### src/logic/csr_pkg.sv
// Package: register map, field layout and reset values of the status readback block
package csr_pkg;
  // ---------------------------------------------------------------
  // Access word layout
  // ---------------------------------------------------------------
  localparam int unsigned WORD_W        = 16;
  localparam int unsigned RW_BIT        = 15;
  localparam int unsigned ADDR_MSB      = 14;
  localparam int unsigned ADDR_LSB      = 9;
  localparam int unsigned ADDR_W        = 6;
  localparam int unsigned RSVD_BIT      = 8;
  // ---------------------------------------------------------------
  // Register offsets and reset values
  // ---------------------------------------------------------------
  localparam logic [5:0]  STATUS_ADDR   = 6'h08;
  localparam logic [5:0]  OVR_A_ADDR    = 6'h0A;
  localparam logic [15:0] STATUS_RESET  = 16'h0000;
  localparam logic [15:0] OVR_A_RESET   = 16'h1400;
  // ---------------------------------------------------------------
  // Status fields
  // ---------------------------------------------------------------
  localparam int unsigned CH_A_MSB      = 15;
  localparam int unsigned CH_A_LSB      = 12;
  localparam int unsigned CH_B_MSB      = 11;
  localparam int unsigned CH_B_LSB      = 8;
  localparam int unsigned CRC_MSB       = 7;
  localparam int unsigned CRC_LSB       = 0;
  localparam int unsigned CH_IDX_W      = 4;
  localparam int unsigned CRC_W         = 8;
  localparam int unsigned OVR_CH_N      = 8;
endpackage

### src/logic/csr_status_bank.sv
// Module: conversion status readback and group A over-range control registers
`timescale 1ns/1ps
// Summary of operation
// RULE1: Status bits 15..12 read back the channel index last converted by converter A.
// RULE2: Status bits 11..8 read back the channel index last converted by converter B.
// RULE3: Status bits 7..0 read back the latest 8-bit CRC result.
// RULE4: The status register sits at address 0x8 and resets to zero.
// RULE5: The group A over-range register sits at address 0xA and resets to 0x1400.
// RULE6: The host sets bit 15 of an access word to 0 for a read and 1 for a write.
// RULE7: The host puts the 6-bit register address in bits 14..9 of the access word.
// RULE8: An over-range bit of 1 widens that channel's range by 20 percent, 0 keeps it.
// RULE9: Reserved bit 8 ignores writes and reads as zero.
// RULE10: Both channel indexes update together per conversion, the CRC per new result.
module csr_status_bank
  import csr_pkg::*;
(
  input  wire logic                         clk_in,
  input  wire logic                         arst_n_in,
  input  wire logic                         access_valid_in,
  input  wire logic [csr_pkg::WORD_W-1:0]   access_word_in,
  input  wire logic                         conv_done_in,
  input  wire logic [csr_pkg::CH_IDX_W-1:0] conv_channel_a_in,
  input  wire logic [csr_pkg::CH_IDX_W-1:0] conv_channel_b_in,
  input  wire logic                         crc_valid_in,
  input  wire logic [csr_pkg::CRC_W-1:0]    crc_value_in,
  output logic                              read_valid_out,
  output logic [csr_pkg::WORD_W-1:0]        read_data_out,
  output logic [csr_pkg::OVR_CH_N-1:0]      overrange_enable_out
);
  import csr_pkg::*;

  // ---------------------------------------------------------------
  // Access word decode
  // ---------------------------------------------------------------
  logic [CH_IDX_W-1:0] chan_a_reg;
  logic [CH_IDX_W-1:0] chan_b_reg;
  logic [CRC_W-1:0]    crc_reg;
  logic [OVR_CH_N-1:0] ovr_a_reg;
  wire  logic          is_write;
  wire  logic [ADDR_W-1:0] register_address_field;
  wire  logic          hit_status;
  wire  logic          hit_ovr_a;
  wire  logic          rd_req;
  wire  logic          wr_req;
  wire  logic [WORD_W-1:0] status_word;
  wire  logic [WORD_W-1:0] ovr_a_word;
  wire  logic [WORD_W-1:0] read_next;

  assign is_write               = access_word_in[RW_BIT];             // [RULE6]
  assign register_address_field = access_word_in[ADDR_MSB:ADDR_LSB];  // [RULE7]
  assign hit_status             = register_address_field == STATUS_ADDR; // [RULE4]
  assign hit_ovr_a              = register_address_field == OVR_A_ADDR;  // [RULE5]
  assign rd_req                 = access_valid_in && !is_write;         // [RULE6]
  assign wr_req                 = access_valid_in && is_write;          // [RULE6]

  // Address field echoes back in the over-range word; bit 8 is tied low
  assign status_word = {chan_a_reg, chan_b_reg, crc_reg};             // [RULE1] [RULE2] [RULE3]
  assign ovr_a_word  = {1'b0, OVR_A_ADDR, 1'b0, ovr_a_reg};           // [RULE9]
  // Unmapped addresses read as zero so a stray read is harmless
  assign read_next   = hit_status ? status_word :
                       hit_ovr_a  ? ovr_a_word  : 16'h0000;

  // ---------------------------------------------------------------
  // Status capture
  // ---------------------------------------------------------------
  always_ff @(posedge clk_in or negedge arst_n_in)
  begin
    if (!arst_n_in)
    begin
      chan_a_reg <= STATUS_RESET[CH_A_MSB:CH_A_LSB];                  // [RULE4]
      chan_b_reg <= STATUS_RESET[CH_B_MSB:CH_B_LSB];
      crc_reg    <= STATUS_RESET[CRC_MSB:CRC_LSB];
    end
    else
    begin
      // Both indexes move in the same edge so a read never sees a mixed pair
      if (conv_done_in)
      begin
        chan_a_reg <= conv_channel_a_in;                              // [RULE10]
        chan_b_reg <= conv_channel_b_in;                              // [RULE10]
      end
      if (crc_valid_in)
        crc_reg <= crc_value_in;                                      // [RULE10]
    end
  end

  // ---------------------------------------------------------------
  // Over-range control and read port
  // ---------------------------------------------------------------
  always_ff @(posedge clk_in or negedge arst_n_in)
  begin
    if (!arst_n_in)
    begin
      ovr_a_reg            <= OVR_A_RESET[OVR_CH_N-1:0];              // [RULE5]
      overrange_enable_out <= OVR_A_RESET[OVR_CH_N-1:0];
      read_valid_out       <= 1'b0;
      read_data_out        <= 16'h0000;
    end
    else
    begin
      // Status is read-only: writes to it fall through untouched
      if (wr_req && hit_ovr_a)
        ovr_a_reg <= access_word_in[OVR_CH_N-1:0];                    // [RULE9]
      overrange_enable_out <= ovr_a_reg;                              // [RULE8]
      read_valid_out       <= rd_req;                                 // [RULE6]
      if (rd_req)
        read_data_out <= read_next;
    end
  end
endmodule

### config.mk
export PLATFORM = sky130hd
export DESIGN_NAME = csr_status_bank
export DESIGN_NICKNAME = d
export VERILOG_FILES = /design/src/logic/csr_pkg.sv /design/src/logic/csr_status_bank.sv
export SDC_FILE = /design/constraint.sdc
export NUM_CORES = 1
export LEC_CHECK = 0
export BUFFER_PORTS_ARGS = -buffer_cell sky130_fd_sc_hd__buf_4
export CAP_MARGIN = 40
export CELL_PAD_IN_SITES_DETAIL_PLACEMENT = 0
export CELL_PAD_IN_SITES_GLOBAL_PLACEMENT = 1
export CORE_ASPECT_RATIO = 1.4
export CORE_MARGIN = 8
export CORE_UTILIZATION = 42
export CTS_CLUSTER_DIAMETER = 50
export DETAILED_ROUTE_END_ITERATION = 12
export PLACE_DENSITY = 0.86
export SYNTH_ARGS = -nofsm -noshare
export SYNTH_HDL_FRONTEND = slang
export SYNTH_SLANG_ARGS = --single-unit
### constraint.sdc
create_clock -name clk_in -period 1.4 [get_ports clk_in]
set_input_delay 0.28 -clock clk_in [delete_from_list [all_inputs] [get_ports clk_in]]
set_output_delay 0.28 -clock clk_in [all_outputs]
set_load 0.02 [all_outputs]
==> results of run 1 <==
what timing repair did:
| item | 4_1_cts | 5_1_grt |
|---|---|---|
| buffers inserted | 0 | 0 |
| endpoints found under the hold margin | 33 | 0 |
| gates resized for setup | 0 | 0 |
| hold buffers | 1 | 0 |
| setup endpoints to repair | 0 | 0 |
how the worst max path moves through the flow:
stage	endpoint	startpoint	slack [ns]
6_report	read_data_out[9]	read_data_out[9]$_DFFE_PN0P_	0.25
2_1_floorplan	ovr_a_reg[0]$_DFFE_PN0P_	access_word_in[14]	0.14
4_1_cts	read_data_out[9]	read_data_out[9]$_DFFE_PN0P_	0.23
3_5_place_dp	ovr_a_reg[6]$_DFFE_PN0P_	access_word_in[14]	-0.05
3_3_place_gp	ovr_a_reg[5]$_DFFE_PN0P_	access_word_in[14]	-0.005
5_1_grt	read_data_out[2]	read_data_out[2]$_DFFE_PN0P_	0.22
layer usage:
metal | share of wire (%) | wire [µm] | global-route usage (%) | vias to the layer above
li1 | - | - | - | 602
met1 | 37 | 1500 | 12.8 | 599
met2 | 54 | 2190 | 22.7 | 38
met3 | 6.9 | 278 | 4.98 | 6
met4 | 1.6 | 65 | 5.13 | 0
met5 | 0 | 0 | 0 | -
per-stage QoR:
| stage | hold WS, ns | TNS [ns] | total power, W |
|---|---|---|---|
| 2_1_floorplan | -0.0156 | 0 | 0.00172 |
| 3_3_place_gp | 0.315 | -0.0251 | 0.00189 |
| 3_5_place_dp | 0.328 | -0.395 | 0.00191 |
| 4_1_cts | 0.194 | 0 | 0.00291 |
| 5_1_grt | 0.192 | 0 | 0.00299 |
| 6_report | 0.206 | 0 | 0.00286 |
cells in the mapped netlist, drive strengths merged:
library cell and number:
dfrtp 49, buf 3, mux2i 8, nor3 1
and4b 1, nand2b 1, mux2 24, nand2 22
clkbuf 4, nor2 1, clkinv 1, o31ai 8
o21ai 10, and3 1, nand3b 1, nand3 1
report_power, final:
part | leakage, nW | internal (W) | switching [W] | total (W)
clock network | 0.0554 | 0.000536 | 0.000451 | 0.000987
registers | 0.641 | 0.00150 | 0.0000449 | 0.00155
logic | 0.556 | 0.000178 | 0.000148 | 0.000326
total | 1.25 | 0.00222 | 0.000644 | 0.00286
final cells by class:
cell class / count / area, µm²
Sequential cell: 49 / 1230
Clock buffer: 6 / 72.6
Inverter: 1 / 3.75
Multi-Input combinational cell: 79 / 602
Fill cell: 374 / 1710
Clock inverter: 2 / 38.8
Tap cell: 60 / 75.1
Timing Repair Buffer: 66 / 510
cells by family (layout without fill, tap and decap cells):
kind of cell	Yosys count	count (layout)
simple gates	29	29
compound gates	18	18
buf+inv	8	75
mux	32	32
flops	49	49
==> metrics.yaml, run 1 <==
global_route:
  grt_antenna_before_repair: 0
  grt_pass1_wl_um: 6700
  grt_overflow: 0
  grt_max_degree: 50
  grt_usage_pct: 12.7
  grt_pass1_vias: 1451
placed_design:
  placed_cells: 254
  port_buffers: 60
  placed_area_um2: 2410
  pre_cts_ws_ns: -0.0526
  gp_congestion: 0.726
  hpwlAfterDp_um: 3140
critical_path:
  regToRegSetupSlack_ns: 0.61
  arrival_ns: 0.87
  r2r_start: "ovr_a_reg[7]$_DFFE_PN0P_"
  crit_chain: "buf_4"
  critical_path_depth: 1
  critPathKind: "reg2out"
  max_stage_delay_ns: 0.40
  cp_slowest_cell: "dfrtp_1"
  worst-path-buf-inv: 1
  start_kind: "flip-flop"
  r2r-end: "ovr_a_reg[7]$_DFFE_PN0P_"
  r2r_cells: 1
  endpoint_kind: "primary output"
  required_ns: 1.12
  cp_top_family: "flip-flops"
  crit_path_max_fanout: 2
timing:
  fin_ws_ns: 0.252
  min_period_over_period_pct: 82.0
  finalCriticalPeriod_ns: 1.15
  worst_pin_slew_ns: 0.597
  finalSetupViolations: 0
  hold_viol: 0
  skew_ns: 0.00616
  max-slew-margin-rel_pct: 60.2
  drv_slew: 0
  rsz0062_at_grt: "no"
  max_clock_freq_mhz: 871
logic_synthesis:
  avgSynthCellArea_um2: 13.7
  synth_compound_area_share_pct: 5.89
  synthXorXnorAreaFrac_pct: 0
  synthMuxAreaShare_pct: 18.8
  synth.top_cells.by_area: "dfrtp_1, mux2_2, nand2_1"
  yosysSeqAreaShare_pct: 65.6
  synth_top_family_by_area: "multiplexers"
  yosys.area_share.simple_pct: 7.57
  synth_cell_types: 17
  synth-seq-cells: 49
  yosys_warnings: 0
  synth_top_cell_by_area: "dfrtp_1"
  syn_nets: 173
  synth_top_cell_area_share_pct: 65.6
  netlist_area_um2: 1870
  syn_inst: 136
  synth_adder_area_share_pct: 0
die:
  boundaryPins: 62
  core-area_um2: 4240
  die_w_um: 72.4
  start_util_pct: 44.1
  die_area_um2: 6870
  fp-row-count: 28
  die_h_um: 94.9
run:
  max_cap_violations: 0
clock_network:
  path_clk_slew_ns: 0.09
  root_buffer: "clkbuf_8"
  cts.sinks: 49
  cts_tree: "done"
  cts_buffer_depth: 2
  cts_max_level: 2
  cts-buffers-inserted: 5
  insertion_delay_ns: 0.30
route:
  drtAntennaViolNets: 0
  drt_first_pass_iters: 4
  wl_per_cell_um: 15.3
  vias_per_cell: 4.73
  num_vias: 1245
  drc_errors: 0
  totalWireLength_um: 4030
  drt_iter0_markers: 76
worst_hold_path:
  hold_depth: 2
  min-delay-start: "access_word_in[6]"
  worst_hold_path.endpoint: "ovr_a_reg[6]$_DFFE_PN0P_"
  hold_class: "in2reg"
layout:
  utilization_pct: 59.7
  largest_register: "read_data_out"
  fin_nets: 239
  final_cell_mix: "buf_4, dfrtp_1, mux2_2, nand2_1, o21ai_0"
  drive_gt1_share_pct: 48.3
  fin_cells: 263
  area_delta_synth_final_pct: 35.4
  n_antenna_cell: 0
  final_cell_area_um2: 2530
  largest_reg_flops: 16
  layout_commonest_cell: "buf_4"
power_and_ir_drop:
  ir_drop_v: 0.000727
  p_leak_nw: 1.25
  p_per_area_nw_per_um2: 1130
outcome:
  outcome: "finished, final reports clean"
Note: power is estimated with default switching activity, not from simulation.
==> run 2, diff against run 1 <==
Settings changed: CORE_UTILIZATION 42 to 39, PLACE_DENSITY 0.86 to 0.81.
Clock period 1.4 ns to 1.11 ns, I/O delays scaled along.
==> run 2 against run 1 <==
  * Power is 21% higher
  * Core utilization is 5.3 points lower
  * Sequential power is 26% higher
  * Register-to-register slack worse by 0.31 ns
  * Clock-buffer cell count stayed put
==> metrics.yaml, run 2 (synthesis gave the netlist of run 1 again) <==
layout:
  final_cell_mix: "buf_4, dfrtp_1, mux2_2, nand2_1, o21ai_0"
  layout_commonest_cell: "buf_4"
  nFillCells: 443  # +18%
  n_antenna_cell: 0  # unchanged
  fin_nets: 244  # +2.1%
  area_delta_synth_final_pct: 37.6
  fin_cells: 272  # +3.4%
  multiInputGateArea_um2: 602  # unchanged
  largest_reg_flops: 16  # unchanged
  regArea_um2: 1230  # unchanged
  drive_gt1_share_pct: 50.0  # +1.7 points
  largest_register: "read_data_out"
critical_path:
  crit_chain: "buf_4"
  max_stage_delay_ns: 0.40  # about the same
  arrival_ns: 0.85  # -0.02 ns
  required_ns: 0.89  # -0.23 ns
  endpoint_kind: "primary output"
  cp_slowest_cell: "dfrtp_1"
  worst-path-buf-inv: 1  # unchanged
  critPathKind: "reg2out"
  cp_top_family: "flip-flops"
  crit_path_max_fanout: 2  # unchanged
  start_kind: "flip-flop"
clock_network:
  cts-buffers-inserted: 5  # unchanged
  insertion_delay_ns: 0.30  # about the same
  cts.sinks: 49  # unchanged
  cts_max_level: 2  # unchanged
  cts_tree: "done"
  path_clk_slew_ns: 0.09  # about the same
  root_buffer: "clkbuf_8"
  cts_buffer_depth: 2  # unchanged
timing:
  worst_pin_slew_ns: 0.600  # +0.00239 ns
  finalCriticalPeriod_ns: 1.07
  fin_tns_setup_ns: 0  # unchanged
  finalSetupViolations: 0  # unchanged
  hold_viol: 0  # unchanged
  drv_slew: 0  # unchanged
  max_clock_freq_mhz: 933
  min_period_over_period_pct: 96.6
  skew_ns: 0.00544  # -0.000715 ns
  max-slew-margin-rel_pct: 60.0  # -0.16 points
  rsz0062_at_grt: "no"
global_route:
  grt_usage_pct: 11.9  # -0.73 points
  grt_max_degree: 50  # unchanged
  grt_pass1_wl_um: 6690  # about the same
  grt_overflow: 0  # unchanged
  grt_pass1_vias: 1454  # +0.21%
  grt_antenna_before_repair: 0  # unchanged
route:
  num_vias: 1285  # +3.2%
  drt_iter0_markers: 47  # -38%
  totalWireLength_um: 4140  # +2.6%
  vias_per_cell: 4.72  # -0.20%
  drt_first_pass_iters: 4  # unchanged
  wl_per_cell_um: 15.2  # -0.81%
  drtAntennaViolNets: 0  # unchanged
  drc_errors: 0  # unchanged
placed_design:
  gp_congestion: 0.708  # -2.5%
  port_buffers: 60  # unchanged
  placed_cells: 260  # +2.4%
  hpwlAfterDp_um: 3240  # +3.2%
die:
  die_w_um: 74.5  # +2.9%
  fp-row-count: 30  # +7.1%
  die_area_um2: 7290  # +6.2%
  core-area_um2: 4730  # +12%
  boundaryPins: 62  # unchanged
  start_util_pct: 39.5  # -4.6 points
  die_h_um: 97.9  # +3.1%
power_and_ir_drop:
  p_per_area_nw_per_um2: 1340  # +19%
  p_total_w: 0.00345  # +21%
  p_leak_nw: 1.28  # +2.2%
  ir_drop_v: 0.00108  # +49%
run:
  max_cap_violations: 0  # unchanged
worst_hold_path:
  hold_class: "in2reg"
outcome:
  outcome: "finished, final reports clean"
[run 2: cell count changes in the layout (fill, tap and decap cells not counted), sizes merged]
cell / change
buf: +5
bufinv: -1
clkinv: +1
[run 2: repair_timing]
item	4_1_cts	5_1_grt
setup endpoints to repair	0	5
resized for setup	0	4
hold endpoints to repair	49	0
setup buffers	0	3
hold buffers	1	0
[run 2: worst paths after layout]
path,start,slack [ns],endpoint,depth (start not counted)
worst max register to register,ovr_a_reg[4]$_DFFE_PN0P_,0.30,read_data_out[4]$_DFFE_PN0P_,2
min in group asynchronous,arst_n_in,0.46,chan_b_reg[2]$_DFFE_PN0P_,2
worst min register to register,ovr_a_reg[3]$_DFFE_PN0P_,0.40,overrange_enable_out[3]$_DFF_PN0_,0
worst min-delay path,access_word_in[5],0.16,ovr_a_reg[5]$_DFFE_PN0P_,2
max in group asynchronous,arst_n_in,0.24,read_data_out[0]$_DFFE_PN0P_,2
worst max-delay path,read_data_out[15]$_DFFE_PN0P_,0.04,read_data_out[15],1
[run 2: area by class of cell]
| class | instances | area share (%) |
|---|---|---|
| clock buffers | 6 | 3.21 |
| clock inverters | 2 | 0.535 |
| inverters | 1 | 0.146 |
| multi-input cells | 79 | 23.4 |
| flip-flops and latches | 49 | 47.7 |
| well taps | 64 | 3.11 |
| repair buffers | 71 | 21.9 |
[run 2: through the flow]
stage	hold WS [ns]	area [µm²]	util (%)	setup WS, ns
final	0.155	2570	54.4	0.0377
after detailed placement	0.267	2430	51.3	-0.268
after global routing	0.143	2570	54.4	0.00152
after global placement	0.259	2430	51.3	-0.218
after CTS	0.142	2530	53.6	0.00947
after floorplan	-0.0736	1870	-	-0.0883
[run 2: metal layers]
layer  routed length, µm  share of wire (%)  vias to the layer above  global-route usage, %
met5                   0                  0                        -                      0
li1                    -                  -                      611                      -
met2                2280                 55                       37                   20.6
met3                 241                5.8                        8                   4.00
met4                  98                2.4                        0                   6.67
met1                1520                 37                      629                   11.8
[run 2: report_power, final]
group / switching, W / total, W / internal (W)
registers: 0.0000614 / 0.00196 / 0.00190
logic: 0.000191 / 0.000428 / 0.000236
clock network: 0.000558 / 0.00106 / 0.000505
